===== src/core/end.sv =====
`timescale 1ns/10ps
`default_nettype none
`default_nettype wire


===== src/core/cpu_path_pkg.sv =====
package cpu_path_pkg;

  typedef enum logic [4:0] {
    cmd_nop          = 5'h00,
    cmd_set_control  = 5'h01,
    cmd_clear_control = 5'h02,
    cmd_status_load0 = 5'h03,
    cmd_status_load1 = 5'h04,
    cmd_set_pm       = 5'h05,
    cmd_load_operand = 5'h06,
    cmd_mult_signed  = 5'h07,
    cmd_mult_unsigned = 5'h08,
    cmd_load_acc     = 5'h09,
    cmd_add          = 5'h0a,
    cmd_add_no_sx    = 5'h0b,
    cmd_add_product  = 5'h0c,
    cmd_load_product = 5'h0d,
    cmd_bit_test     = 5'h0e,
    cmd_var_bit_test = 5'h0f,
    cmd_aux_compare  = 5'h10,
    cmd_normalize    = 5'h11
  } cmd_type;

  typedef enum logic [1:0] {
    ctl_ovm = 2'h0,
    ctl_sxm = 2'h1,
    ctl_xf  = 2'h2,
    ctl_tc  = 2'h3
  } ctl_type;

  typedef enum logic [1:0] {
    cmp_eq = 2'h0,
    cmp_lt = 2'h1,
    cmp_gt = 2'h2,
    cmp_ne = 2'h3
  } cmp_type;

  localparam logic [1:0] pm_none = 2'h0;
  localparam logic [1:0] pm_left1 = 2'h1;
  localparam logic [1:0] pm_left4 = 2'h2;
  localparam logic [1:0] pm_right6 = 2'h3;

  // status word zero positions
  localparam int st0_ovm_bit = 11;
  localparam int st0_one_bit = 10;
  // status word one positions
  localparam int st1_tc_bit = 11;
  localparam int st1_sxm_bit = 10;
  localparam int st1_xf_bit = 4;
  localparam int st1_pm_lo = 0;
  localparam logic [15:0] st1_ones_mask = 16'h01ec;

  localparam logic rst_ovm = 1'b0;
  localparam logic rst_sxm = 1'b1;
  localparam logic rst_xf = 1'b1;
  localparam logic rst_tc = 1'b0;
  localparam logic [1:0] rst_pm = 2'h0;

  localparam logic [4:0] max_shift = 5'h10;
  localparam logic [31:0] sat_pos = 32'h7fffffff;
  localparam logic [31:0] sat_neg = 32'h80000000;

endpackage : cpu_path_pkg


===== src/core/datapath_if.sv =====
`timescale 1ns/10ps
`default_nettype none
interface datapath_if;
  logic [15:0] shift_data;
  logic [4:0] shift_count;
  logic shift_sign;
  logic [31:0] shift_result;
  logic [15:0] mult_a;
  logic [15:0] mult_b;
  logic mult_unsigned;
  logic [31:0] mult_product;
  modport core (output shift_data, shift_count, shift_sign, mult_a, mult_b,
                mult_unsigned, input shift_result, mult_product);
  modport shifter (input shift_data, shift_count, shift_sign,
                   output shift_result);
  modport multiplier (input mult_a, mult_b, mult_unsigned,
                      output mult_product);
endinterface : datapath_if
`default_nettype wire


===== src/core/scaling_shifter.sv =====
`timescale 1ns/10ps
`default_nettype none
module scaling_shifter (
  datapath_if.shifter dp
);
  logic [4:0] count;
  logic [31:0] extended;

  // counts past the top of the range clamp rather than wrap
  assign count = (dp.shift_count > cpu_path_pkg::max_shift) ?
                 cpu_path_pkg::max_shift : dp.shift_count;
  assign extended = {{16{dp.shift_sign & dp.shift_data[15]}},
                     dp.shift_data};
  // pure combinational path, no cycle overhead
  assign dp.shift_result = extended << count;
endmodule : scaling_shifter
`default_nettype wire


===== src/core/multiplier_16x16.sv =====
`timescale 1ns/10ps
`default_nettype none
module multiplier_16x16 (
  datapath_if.multiplier dp
);
  logic signed [16:0] a_ext;
  logic signed [16:0] b_ext;
  logic signed [33:0] full;

  // one extra bit lets the same signed array do unsigned multiplies
  assign a_ext = {~dp.mult_unsigned & dp.mult_a[15], dp.mult_a};
  assign b_ext = {~dp.mult_unsigned & dp.mult_b[15], dp.mult_b};
  assign full = a_ext * b_ext;
  assign dp.mult_product = full[31:0];
endmodule : multiplier_16x16
`default_nettype wire


===== src/core/cpu_status_shift_multiply_path.sv =====
// Functional notes
// - overflow mode 0 wraps accumulator, 1 saturates by overflow direction
// - overflow mode set, cleared by control instructions, loaded by status load
// - product shift mode 00 passes product unshifted
// - mode 01 shifts product left one, zero into bit 0
// - mode 10 shifts product left four, zero filled
// - mode 11 shifts product right six with sign extension
// - shift acts only on the path; product register never altered
// - product mode loaded by set-mode and second status load; reset clears
// - sign-extension mode picks sign or zero fill in scaling shifter
// - add without sign extension always zero-extends operand
// - sign-extension mode set, cleared, loaded by second status load; reset 1
// - bit tests copy tested data bit into test flag
// - aux compare sets test flag when condition holds versus aux zero
// - normalize writes exclusive-or of accumulator top bits to test flag
// - branches may test the flag; second status load writes it
// - external flag drives output pin; set, cleared; reset 1
// - scaling shifter takes 16 bits, yields 32, no added cycle
// - scaling shift left 0 to 16, fill by sign mode
// - shift count from instruction or multiplier operand register
// - 16x16 product in one cycle, signed except unsigned multiply
// - 16-bit operand register and 32-bit product register
// - saturation values 7fffffff positive and 80000000 negative
`timescale 1ns/10ps
`default_nettype none
module cpu_status_shift_multiply_path (
  input wire logic core_clk,
  input wire logic resetn,
  input wire logic instr_valid,
  input wire cpu_path_pkg::cmd_type instr_cmd,
  input wire logic [15:0] instr_field,
  input wire logic [4:0] instr_shift,
  input wire logic shift_from_operand_reg,
  input wire logic [15:0] data_operand,
  input wire logic [15:0] aux_current,
  input wire logic [15:0] aux_zero,
  input wire logic branch_on_clear,
  output logic branch_condition,
  output logic external_flag_pin,
  output logic [15:0] status_word_zero_value,
  output logic [15:0] status_word_one_value,
  output logic [31:0] accumulator_value,
  output logic [31:0] product_register_value,
  output logic [15:0] multiplier_operand_value,
  output logic overflow_event
);

  ////////////////////////////////////////////////////////////////////////
  // state
  logic overflow_saturate_mode_ff;
  logic sign_extension_mode_ff;
  logic test_control_flag_ff;
  logic external_flag_ff;
  logic [1:0] product_shift_mode_ff;
  logic [15:0] multiplier_operand_register_ff;
  logic [31:0] product_register_ff;
  logic [31:0] acc_ff;
  logic overflow_event_ff;

  logic is_cmd;
  logic [1:0] ctl_sel;
  logic [31:0] product_scaler;
  logic [31:0] alu_operand;
  logic [31:0] sum;
  logic use_sum;
  logic ovf_pos;
  logic ovf_neg;
  logic [31:0] nxt_acc;
  logic [3:0] bit_index;
  logic tested_bit;
  logic compare_true;
  logic normalize_instruction_xor;

  datapath_if dp ();

  scaling_shifter u_shifter (
    .dp(dp.shifter)
  );

  multiplier_16x16 u_mult (
    .dp(dp.multiplier)
  );

  assign is_cmd = instr_valid;
  assign ctl_sel = instr_field[1:0];

  ////////////////////////////////////////////////////////////////////////
  // scaling shifter and multiplier feeds
  assign dp.shift_data = data_operand;
  // the add without sign extension takes the raw word, no shift
  assign dp.shift_count = (instr_cmd == cpu_path_pkg::cmd_add_no_sx) ? 5'h00 :
                          shift_from_operand_reg ?
                          {1'b0, multiplier_operand_register_ff[3:0]} :
                          instr_shift;
  assign dp.shift_sign = sign_extension_mode_ff &&
                         (instr_cmd != cpu_path_pkg::cmd_add_no_sx);
  assign dp.mult_a = multiplier_operand_register_ff;
  assign dp.mult_b = data_operand;
  assign dp.mult_unsigned = (instr_cmd == cpu_path_pkg::cmd_mult_unsigned);

  ////////////////////////////////////////////////////////////////////////
  // product scaler: read-only view of the product register
  always_comb begin
    unique case (product_shift_mode_ff)
      cpu_path_pkg::pm_none: product_scaler = product_register_ff;
      cpu_path_pkg::pm_left1:
        product_scaler = {product_register_ff[30:0], 1'b0};
      cpu_path_pkg::pm_left4:
        product_scaler = {product_register_ff[27:0], 4'h0};
      cpu_path_pkg::pm_right6:
        product_scaler = {{6{product_register_ff[31]}},
                          product_register_ff[31:6]};
    endcase
  end

  ////////////////////////////////////////////////////////////////////////
  // accumulator arithmetic with overflow handling
  always_comb begin
    alu_operand = dp.shift_result;
    use_sum = 1'b0;
    unique case (instr_cmd)
      cpu_path_pkg::cmd_add_product,
      cpu_path_pkg::cmd_load_product: alu_operand = product_scaler;
      default: alu_operand = dp.shift_result;
    endcase
    if (instr_cmd == cpu_path_pkg::cmd_add ||
        instr_cmd == cpu_path_pkg::cmd_add_no_sx ||
        instr_cmd == cpu_path_pkg::cmd_add_product) begin
      use_sum = 1'b1;
    end
  end

  assign sum = acc_ff + alu_operand;
  assign ovf_pos = use_sum && !acc_ff[31] && !alu_operand[31] && sum[31];
  assign ovf_neg = use_sum && acc_ff[31] && alu_operand[31] && !sum[31];
  assign normalize_instruction_xor = acc_ff[31] ^ acc_ff[30];

  always_comb begin
    nxt_acc = acc_ff;
    unique case (instr_cmd)
      cpu_path_pkg::cmd_load_acc,
      cpu_path_pkg::cmd_load_product: nxt_acc = alu_operand;
      cpu_path_pkg::cmd_add,
      cpu_path_pkg::cmd_add_no_sx,
      cpu_path_pkg::cmd_add_product: begin
        if (overflow_saturate_mode_ff && ovf_pos) begin
          nxt_acc = cpu_path_pkg::sat_pos;
        end else if (overflow_saturate_mode_ff && ovf_neg) begin
          nxt_acc = cpu_path_pkg::sat_neg;
        end else begin
          nxt_acc = sum;
        end
      end
      cpu_path_pkg::cmd_normalize: begin
        // one normalising step; a zero accumulator is left alone
        if (!normalize_instruction_xor && acc_ff != 32'h00000000) begin
          nxt_acc = {acc_ff[30:0], 1'b0};
        end
      end
      default: nxt_acc = acc_ff;
    endcase
  end

  always_ff @(posedge core_clk or negedge resetn) begin
    if (!resetn) begin
      acc_ff <= 32'h00000000;
    end else if (is_cmd) begin
      acc_ff <= nxt_acc;
    end
  end

  always_ff @(posedge core_clk or negedge resetn) begin
    if (!resetn) begin
      overflow_event_ff <= 1'b0;
    end else begin
      overflow_event_ff <= is_cmd && (ovf_pos || ovf_neg);
    end
  end

  ////////////////////////////////////////////////////////////////////////
  // multiplier registers
  always_ff @(posedge core_clk or negedge resetn) begin
    if (!resetn) begin
      multiplier_operand_register_ff <= 16'h0000;
    end else if (is_cmd && instr_cmd == cpu_path_pkg::cmd_load_operand) begin
      multiplier_operand_register_ff <= data_operand;
    end
  end

  // only a multiply writes the product register, never the scaler
  always_ff @(posedge core_clk or negedge resetn) begin
    if (!resetn) begin
      product_register_ff <= 32'h00000000;
    end else if (is_cmd && (instr_cmd == cpu_path_pkg::cmd_mult_signed ||
                 instr_cmd == cpu_path_pkg::cmd_mult_unsigned)) begin
      product_register_ff <= dp.mult_product;
    end
  end

  ////////////////////////////////////////////////////////////////////////
  // mode bits
  always_ff @(posedge core_clk or negedge resetn) begin
    if (!resetn) begin
      overflow_saturate_mode_ff <= cpu_path_pkg::rst_ovm;
    end else if (is_cmd) begin
      if (instr_cmd == cpu_path_pkg::cmd_set_control &&
          ctl_sel == cpu_path_pkg::ctl_ovm) begin
        overflow_saturate_mode_ff <= 1'b1;
      end else if (instr_cmd == cpu_path_pkg::cmd_clear_control &&
                   ctl_sel == cpu_path_pkg::ctl_ovm) begin
        overflow_saturate_mode_ff <= 1'b0;
      end else if (instr_cmd == cpu_path_pkg::cmd_status_load0) begin
        overflow_saturate_mode_ff <=
          data_operand[cpu_path_pkg::st0_ovm_bit];
      end
    end
  end

  always_ff @(posedge core_clk or negedge resetn) begin
    if (!resetn) begin
      sign_extension_mode_ff <= cpu_path_pkg::rst_sxm;
    end else if (is_cmd) begin
      if (instr_cmd == cpu_path_pkg::cmd_set_control &&
          ctl_sel == cpu_path_pkg::ctl_sxm) begin
        sign_extension_mode_ff <= 1'b1;
      end else if (instr_cmd == cpu_path_pkg::cmd_clear_control &&
                   ctl_sel == cpu_path_pkg::ctl_sxm) begin
        sign_extension_mode_ff <= 1'b0;
      end else if (instr_cmd == cpu_path_pkg::cmd_status_load1) begin
        sign_extension_mode_ff <=
          data_operand[cpu_path_pkg::st1_sxm_bit];
      end
    end
  end

  always_ff @(posedge core_clk or negedge resetn) begin
    if (!resetn) begin
      product_shift_mode_ff <= cpu_path_pkg::rst_pm;
    end else if (is_cmd) begin
      if (instr_cmd == cpu_path_pkg::cmd_set_pm) begin
        product_shift_mode_ff <= instr_field[1:0];
      end else if (instr_cmd == cpu_path_pkg::cmd_status_load1) begin
        product_shift_mode_ff <=
          data_operand[cpu_path_pkg::st1_pm_lo +: 2];
      end
    end
  end

  // pin comes straight from a flop so it cannot glitch
  always_ff @(posedge core_clk or negedge resetn) begin
    if (!resetn) begin
      external_flag_ff <= cpu_path_pkg::rst_xf;
    end else if (is_cmd) begin
      if (instr_cmd == cpu_path_pkg::cmd_set_control &&
          ctl_sel == cpu_path_pkg::ctl_xf) begin
        external_flag_ff <= 1'b1;
      end else if (instr_cmd == cpu_path_pkg::cmd_clear_control &&
                   ctl_sel == cpu_path_pkg::ctl_xf) begin
        external_flag_ff <= 1'b0;
      end
    end
  end

  ////////////////////////////////////////////////////////////////////////
  // test/control flag
  // tested bit 0 of the field picks the word's msb
  assign bit_index = (instr_cmd == cpu_path_pkg::cmd_var_bit_test) ?
                     multiplier_operand_register_ff[3:0] : instr_field[3:0];
  assign tested_bit = data_operand[4'hf - bit_index];

  always_comb begin
    unique case (instr_field[1:0])
      cpu_path_pkg::cmp_eq: compare_true = (aux_current == aux_zero);
      cpu_path_pkg::cmp_lt: compare_true = (aux_current < aux_zero);
      cpu_path_pkg::cmp_gt: compare_true = (aux_current > aux_zero);
      cpu_path_pkg::cmp_ne: compare_true = (aux_current != aux_zero);
    endcase
  end

  always_ff @(posedge core_clk or negedge resetn) begin
    if (!resetn) begin
      test_control_flag_ff <= cpu_path_pkg::rst_tc;
    end else if (is_cmd) begin
      unique case (instr_cmd)
        cpu_path_pkg::cmd_bit_test,
        cpu_path_pkg::cmd_var_bit_test:
          test_control_flag_ff <= tested_bit;
        cpu_path_pkg::cmd_aux_compare:
          test_control_flag_ff <= compare_true;
        cpu_path_pkg::cmd_normalize:
          test_control_flag_ff <= normalize_instruction_xor;
        cpu_path_pkg::cmd_status_load1:
          test_control_flag_ff <=
            data_operand[cpu_path_pkg::st1_tc_bit];
        cpu_path_pkg::cmd_set_control:
          if (ctl_sel == cpu_path_pkg::ctl_tc) test_control_flag_ff <= 1'b1;
        cpu_path_pkg::cmd_clear_control:
          if (ctl_sel == cpu_path_pkg::ctl_tc) test_control_flag_ff <= 1'b0;
        default: test_control_flag_ff <= test_control_flag_ff;
      endcase
    end
  end

  ////////////////////////////////////////////////////////////////////////
  // outputs; fields held elsewhere read as zero, reserved bits as one
  assign branch_condition = test_control_flag_ff ^ branch_on_clear;
  assign external_flag_pin = external_flag_ff;
  assign status_word_zero_value =
    (16'h0001 << cpu_path_pkg::st0_one_bit) |
    ({15'h0000, overflow_saturate_mode_ff} << cpu_path_pkg::st0_ovm_bit);
  assign status_word_one_value = cpu_path_pkg::st1_ones_mask |
    ({15'h0000, test_control_flag_ff} << cpu_path_pkg::st1_tc_bit) |
    ({15'h0000, sign_extension_mode_ff} << cpu_path_pkg::st1_sxm_bit) |
    ({15'h0000, external_flag_ff} << cpu_path_pkg::st1_xf_bit) |
    ({14'h0000, product_shift_mode_ff} << cpu_path_pkg::st1_pm_lo);
  assign accumulator_value = acc_ff;
  assign product_register_value = product_register_ff;
  assign multiplier_operand_value = multiplier_operand_register_ff;
  assign overflow_event = overflow_event_ff;
endmodule : cpu_status_shift_multiply_path
`default_nettype wire


===== config.mk =====
export PLATFORM = sky130hd
export DESIGN_NAME = cpu_status_shift_multiply_path
export DESIGN_NICKNAME = d
export VERILOG_FILES = /design/src/core/end.sv /design/src/core/cpu_path_pkg.sv /design/src/core/datapath_if.sv /design/src/core/scaling_shifter.sv /design/src/core/multiplier_16x16.sv /design/src/core/cpu_status_shift_multiply_path.sv
export SDC_FILE = /design/constraint.sdc
export NUM_CORES = 1
export LEC_CHECK = 0
export ABC_AREA = 1
export BUFFER_PORTS_ARGS = -buffer_cell sky130_fd_sc_hd__buf_2
export CAP_MARGIN = 0
export CORE_MARGIN = 3
export CORE_UTILIZATION = 45
export CTS_BUF_LIST = sky130_fd_sc_hd__clkbuf_16
export DETAILED_ROUTE_END_ITERATION = 10
export GPL_TIMING_DRIVEN = 0
export SLEW_MARGIN = 15
export SYNTH_ARGS = -nofsm -noshare
export SYNTH_HDL_FRONTEND = slang
export SYNTH_SLANG_ARGS = --single-unit

===== constraint.sdc =====
create_clock -name core_clk -period 18.58 [get_ports core_clk]
set_input_delay 0.929 -clock core_clk [delete_from_list [all_inputs] [get_ports core_clk]]
set_output_delay 0.929 -clock core_clk [all_outputs]
set_load 0.01 [all_outputs]

==> results of run 1 <==
worst max path at each step:
stage,from,end,slack [ns],depth (start not counted)
after floorplan,instr_cmd[2],product_register_value[29],11.70,23
after global placement,instr_cmd[1],product_register_value[29],10.12,24
after detailed placement,instr_cmd[2],product_register_value[29],10.02,24
after CTS,instr_cmd[2],product_register_value[29],10.40,24
after global routing,instr_cmd[1],product_register_value[29],9.99,24
final,instr_cmd[1],product_register_value[29],10.31,24
metal layers:
layer / vias up / wire [microns]
li1: 8901 / -
met1: 9692 / 33700
met4: 0 / 1760
met5: - / 0
met2: 981 / 33900
met3: 103 / 7750
worst max-delay path: stages:
cell	delay [ns]
buf_2	0.12
inv_1	0.12
nand2_1	0.14
nor2_1	0.74
clkbuf_1	0.52
nor2_1	0.22
fa_1	0.65
inv_1	0.17
fa_1	0.91
inv_1	0.19
fa_1	0.50
fa_1	0.57
fa_1	0.43
fa_1	0.44
ha_1	0.35
a21oi_1	0.15
inv_1	0.08
a31oi_1	0.25
nor2_1	0.07
nor3_1	0.18
o311ai_0	0.27
or2_2	0.34
nand3_1	0.06
o21ai_0	0.07
through the flow:
stage | hold slack (ns) | instance area [sq um]
CTS | 0.508 | 21700
detailed placement | 0.499 | 21400
global route | 0.557 | 21700
finish | 0.511 | 21700
floorplan | 0.489 | 20000
global placement | 0.491 | 21400
kinds of logic after synthesis:
logic type	after synthesis	synth area share, %
AND/OR/NAND/NOR	1028	21.7
XOR/XNOR	53	2.34
adder cells (fa/ha/maj)	413	36.7
flip-flops	87	11.0
other	2	0.0378
buffers and inverters	757	15.2
multiplexers	4	0.220
AO/OA/AOI/OAI	435	12.8
cell usage in the layout (no fill, tap or decap), types with 17 or more instances in the layout:
cell / synthesis / routed
nor2_1: 159 / 159
xnor2_1: 24 / 24
clkbuf_1: 88 / 88
buf_4: 33 / 34
dfrtp_1: 85 / 85
conb_1: 2 / 26
inv_1: 596 / 599
buf_2: 15 / 159
nand2_1: 650 / 650
nor3_1: 17 / 17
xor2_1: 29 / 29
a31oi_1: 21 / 21
fa_1: 283 / 283
o22ai_1: 32 / 32
a21oi_1: 143 / 143
ha_1: 130 / 130
nand3_1: 131 / 131
o21ai_0: 132 / 132
nand4_1: 18 / 18
o21ai_1: 19 / 19
flip-flops by register name (all words and copies together), names as in the netlist:
| signal | flops |
|---|---|
| accumulator_value | 32 |
| product_register_value | 32 |
| multiplier_operand_value | 16 |
| product_shift_mode_ff | 2 |
| external_flag_pin | 1 |
| overflow_event | 1 |
| overflow_saturate_mode_ff | 1 |
| sign_extension_mode_ff | 1 |
| test_control_flag_ff | 1 |
final cells by class:
type	instances	area, sq um	area share [%]
clock inverters	7	60.1	0.276
inverters	604	2270	10.5
flip-flops and latches	87	2180	10.0
repair buffers	146	756	3.48
well taps	585	732	3.37
plain buffers	153	751	3.46
multi-input cells	1959	14800	67.9
clock buffers	9	225	1.04
==> qor.yml, run 1 <==
detailed_routing:
  remaining_drc_errors: 0
  num_vias: 19677
  postRouteAntennaNets: 0
  avgViaCountPerCell: 5.54
  totalWireLength_microns: 77100
  wire_per_inst_microns: 21.7
  first_pass_iters: 6
  drt_iter0_drc: 2426
critical_path:
  ff2ff_path_depth: 22
  cp-start-kind: "input port"
  cp-end-kind: "flop"
  worstSetupPathType: "input port to flop"
  arrival_ns: 8.50
  timing.rr.end: "product_register_value[29]"
  rrSetupSlack_ns: 10.83
  timing.rr.start: "multiplier_operand_value[15]"
  worstPathRequired_ns: 18.82
  crit_path_max_fanout: 10
timing:
  min_period_ns: 8.27
  slew_headroom_pct: 20.1
  fmax_mhz: 121
  fin_crit_sh_pct: 44.5
  slew_violations: 0
  setup_slack_ns: 10.31
  rsz0062_at_grt: "no"
  setup_tns_ns: 0
  timing.final.hold_violations: 0
  finalClockSkew_ns: 0.0110
  worst_pin_slew_ns: 1.20
  setup_viol: 0
yosys:
  synth_top_cell_by_area: "fa_1"
  synth_top_area_share_pct: 28.5
  avgSynthCellArea_sq_um: 7.15
  netlist_top_cells_count: "nand2_1, inv_1, fa_1"
  synthDistinctLibCells: 66
  yosys_warnings: 0
  synth_edf_count: 0
  syn_area_sq_mm: 0.0199
  synthArstFlopShare_pct: 100
  ys_top_cells_by_area: "fa_1, nand2_1, inv_1"
  yosysMostFrequentCell: "nand2_1"
  syn_inst: 2779
  yosysSeqAreaShare_pct: 11.0
  synthFlopType: "dfrtp_1"
  synth-seq-cells: 87
place:
  hpwl_microns: 63800
  placedCellCount: 3534
  gp_congestion: 0.998
  io_buffers: 145
  post-place-ws_ns: 10.02
layout:
  fin_nets: 3452
  syn2layout_area_growth_pct: 9.38
  drive_above_1_share_pct: 9.24
  final_cells: 3550
  nFillCells: 4469
  num_antenna_cells: 0
  utilization_pct: 50.1
global_route:
  antenna_found_initial: 0
  grt_first_pass_wirelength_microns: 116000
  grt-busiest-layer: "met2"
  gr-total-overflow: 0
  met2_usage_pct: 50.5
  met1_usage_pct: 48.1
  grt_pass1_vias: 19269
  grt_usage_pct: 32.8
  grtUsageMet3_pct: 5.99
  grt_max_degree: 52
clocking:
  cts_buffers: 9
  cts.sink_count: 87
  cts_max_path_buffers: 2
  cts_tree: "yes"
  clkLatencyLatePin_ns: 0.37
  h-tree-depth: 3
  cts_hold_buf: 0
  cts_setup_buffers: 0
  path_clk_slew_ns: 0.07
  ctsResizeCount: 0
  clockRootBuffer: "clkbuf_16"
hold_path:
  hp-class: "flop to flop"
  min_to: "external_flag_pin"
  hold_path_startpoint: "external_flag_pin"
  hold_depth: 2
status:
  outcome: "complete, no violations"
floorplan:
  start_util_pct: 45.8
  io_pins: 194
  dieArea_sq_mm: 0.0467
  coreArea_sq_mm: 0.0434
  die_h_microns: 216
  die_w_microns: 216
  rows: 76
run:
  maxCapViolCount: 0
Power of run 1 is not shown: default switching activity piles up to over one toggle a cycle in this logic, so the estimate is an artifact.
==> run 2: changes to the inputs <==
- PLACE_DENSITY: unset -> 0.66
- clock period: 18.58 -> 7.4 ns (I/O delays scaled with it)
==> run 2 against run 1 <==
- the run now ends with negative hold slack left
- cell count is 0.39% lower
- utilization is 0.063 points lower
- largest cell class unchanged
- sequential cell count is the same
- clock-buffer cell count did not move
- critical endpoint is now product_register_value[28]
- critical path depth shrank 2
- wire length shrank 3.5%
- setup slack lost 10 ns
==> qor.yml, run 2 (synthesis gave the netlist of run 1 again) <==
run:
  maxCapViolCount: 0  # unchanged
detailed_routing:
  remaining_drc_errors: 0  # unchanged
  first_pass_iters: 8  # +2
  postRouteAntennaNets: 0  # unchanged
  num_vias: 19592  # -0.43%
  drt_iter0_drc: 2009  # -17%
  avgViaCountPerCell: 5.54  # about the same
  totalWireLength_microns: 74400  # -3.5%
  wire_per_inst_microns: 21.0  # -3.1%
place:
  hpwl_microns: 61800  # -3.0%
  io_buffers: 145  # unchanged
  post_dp_cell_area_sq_mm: 0.0214  # unchanged
  gp_congestion: 1.01  # +1.1%
clocking:
  cts_tree: "yes"
  cts_buffers: 9  # unchanged
  cts.sink_count: 87  # unchanged
  h-tree-depth: 3  # unchanged
  cts_max_path_buffers: 2  # unchanged
  clockRootBuffer: "clkbuf_16"
  cts_hold_buf: 0  # unchanged
  cts_setup_buffers: 0  # unchanged
  path_clk_slew_ns: 0.07  # about the same
  clkLatencyLatePin_ns: 0.36  # about the same
floorplan:
  die_h_microns: 216  # unchanged
  rows: 76  # unchanged
  io_pins: 194  # unchanged
  coreArea_sq_mm: 0.0434  # unchanged
  start_util_pct: 45.8  # unchanged
  dieArea_sq_mm: 0.0467  # unchanged
  die_w_microns: 216  # unchanged
critical_path:
  cp-end-kind: "flop"
  ff2ff_path_depth: 22  # unchanged
  worstPathRequired_ns: 7.63  # -11.19 ns
  worstSetupPathType: "flop to flop"
  arrival_ns: 7.32  # -1.18 ns
  cp-start-kind: "flop"
  crit_path_max_fanout: 10  # unchanged
layout:
  final_common_cell: "nand2_1"
  final_cell_mix: "nand2_1, inv_1, fa_1, buf_2, nor2_1"
  syn2layout_area_growth_pct: 9.24
  nFillCells: 4412  # -1.3%
  final_area_sq_mm: 0.0217  # -0.13%
  drive_above_1_share_pct: 10.1  # +0.86 points
  fin_nets: 3438  # -0.41%
  num_antenna_cells: 0  # unchanged
timing:
  setup_viol: 0  # unchanged
  fin_crit_sh_pct: 95.9
  slew_headroom_pct: 23.5  # +3.4 points
  rsz0062_at_grt: "no"
  holdWs_ns: -0.00705  # -0.518 ns
  fmax_mhz: 141
  slew_violations: 0  # unchanged
  finalClockSkew_ns: 0.0145  # +0.00347 ns
  worst_pin_slew_ns: 1.15  # -0.0515 ns
  min_period_ns: 7.10
  timing.final.hold_violations: 5  # +5
global_route:
  gr-total-overflow: 0  # unchanged
  grt_usage_pct: 31.8  # -1.0 points
  grt_first_pass_wirelength_microns: 115000  # -1.5%
  grt_pass1_vias: 19461  # +1.0%
  grt_max_degree: 48  # -7.7%
  antenna_found_initial: 4  # +4
hold_path:
  hp-class: "input port to async pin"
status:
  violations: "negative hold slack"
  outcome: "complete, but fails checks"
run 2: changes by cell type in the layout (fill, tap and decap cells not counted), moves of 2 or more:
cell	before	now
inv_6	0	2
dfrtp_2	0	2
clkbuf_1	88	57
dfrtp_1	85	83
clkbuf_2	0	16
inv_1	599	596
run 2: through the flow:
| stage | util, % | instances | hold slack (ns) | setup WS (ns) | setup TNS [ns] |
|---|---|---|---|---|---|
| 2_1_floorplan | - | 2803 | 0.0744 | 1.08 | 0 |
| 3_3_place_gp | 49.4 | 3533 | 0.499 | -0.496 | -1.01 |
| 3_5_place_dp | 49.4 | 3534 | 0.402 | -0.537 | -1.53 |
| 4_1_cts | 50.1 | 3549 | 0.00413 | 0.0127 | 0 |
| 5_1_grt | 50.0 | 3536 | 0.0280 | 0.00455 | 0 |
| 6_report | 50.0 | 3536 | -0.00705 | 0.303 | 0 |
run 2: worst max-delay path, cell delays in order (launching register included):
cell and delay, ns:
dfrtp_1 0.38, clkbuf_1 0.61, clkbuf_1 0.55, nand2_1 0.16
fa_1 0.56, inv_1 0.06, fa_1 0.54, inv_1 0.06
fa_1 0.50, fa_1 0.56, inv_1 0.06, fa_1 0.50
fa_1 0.43, ha_1 0.37, nand2_1 0.12, inv_1 0.05
a21oi_1 0.25, o21ai_0 0.28, a21oi_1 0.33, o21ai_0 0.14
or2_2 0.28, nand3_1 0.07, o21ai_0 0.08
run 2: final timing paths:
kind	to	slack, ns	start
max reg2reg	product_register_value[28]	0.30	multiplier_operand_value[14]
min in group core_clk	multiplier_operand_value[1]	0.31	data_operand[1]
min reg2reg	external_flag_pin	0.53	external_flag_pin
max in group asynchronous	sign_extension_mode_ff	6.72	resetn
max	product_register_value[28]	0.30	multiplier_operand_value[14]
min	accumulator_value[31]	-0.007	resetn
run 2: final cells by class:
| cell class | count | area (sq um) | share of cell area (%) |
|---|---|---|---|
| clock inverters | 7 | 47.5 | 0.219 |
| clock buffers | 9 | 225 | 1.04 |
| repair buffers | 146 | 756 | 3.48 |
| multi-input cells | 1959 | 14800 | 68.0 |
| inverters | 604 | 2270 | 10.5 |
| well taps | 585 | 732 | 3.37 |
| plain buffers | 139 | 723 | 3.33 |
| flip-flops and latches | 87 | 2180 | 10.1 |
run 2: what timing repair did:
| action | CTS | global route |
|---|---|---|
| gates resized for setup | 5 | 39 |
| endpoints found under the hold margin | 0 | 0 |
| endpoints found under the setup margin | 3 | 6 |
run 2: per-layer routing:
metal	track usage (%)	vias up	wire, microns
met4	8.12	4	2050
met1	43.7	9585	30600
met2	51.7	972	34400
met5	0	-	55
li1	-	8874	-
met3	6.30	157	7280
Power of run 2 is left out for the same reason.
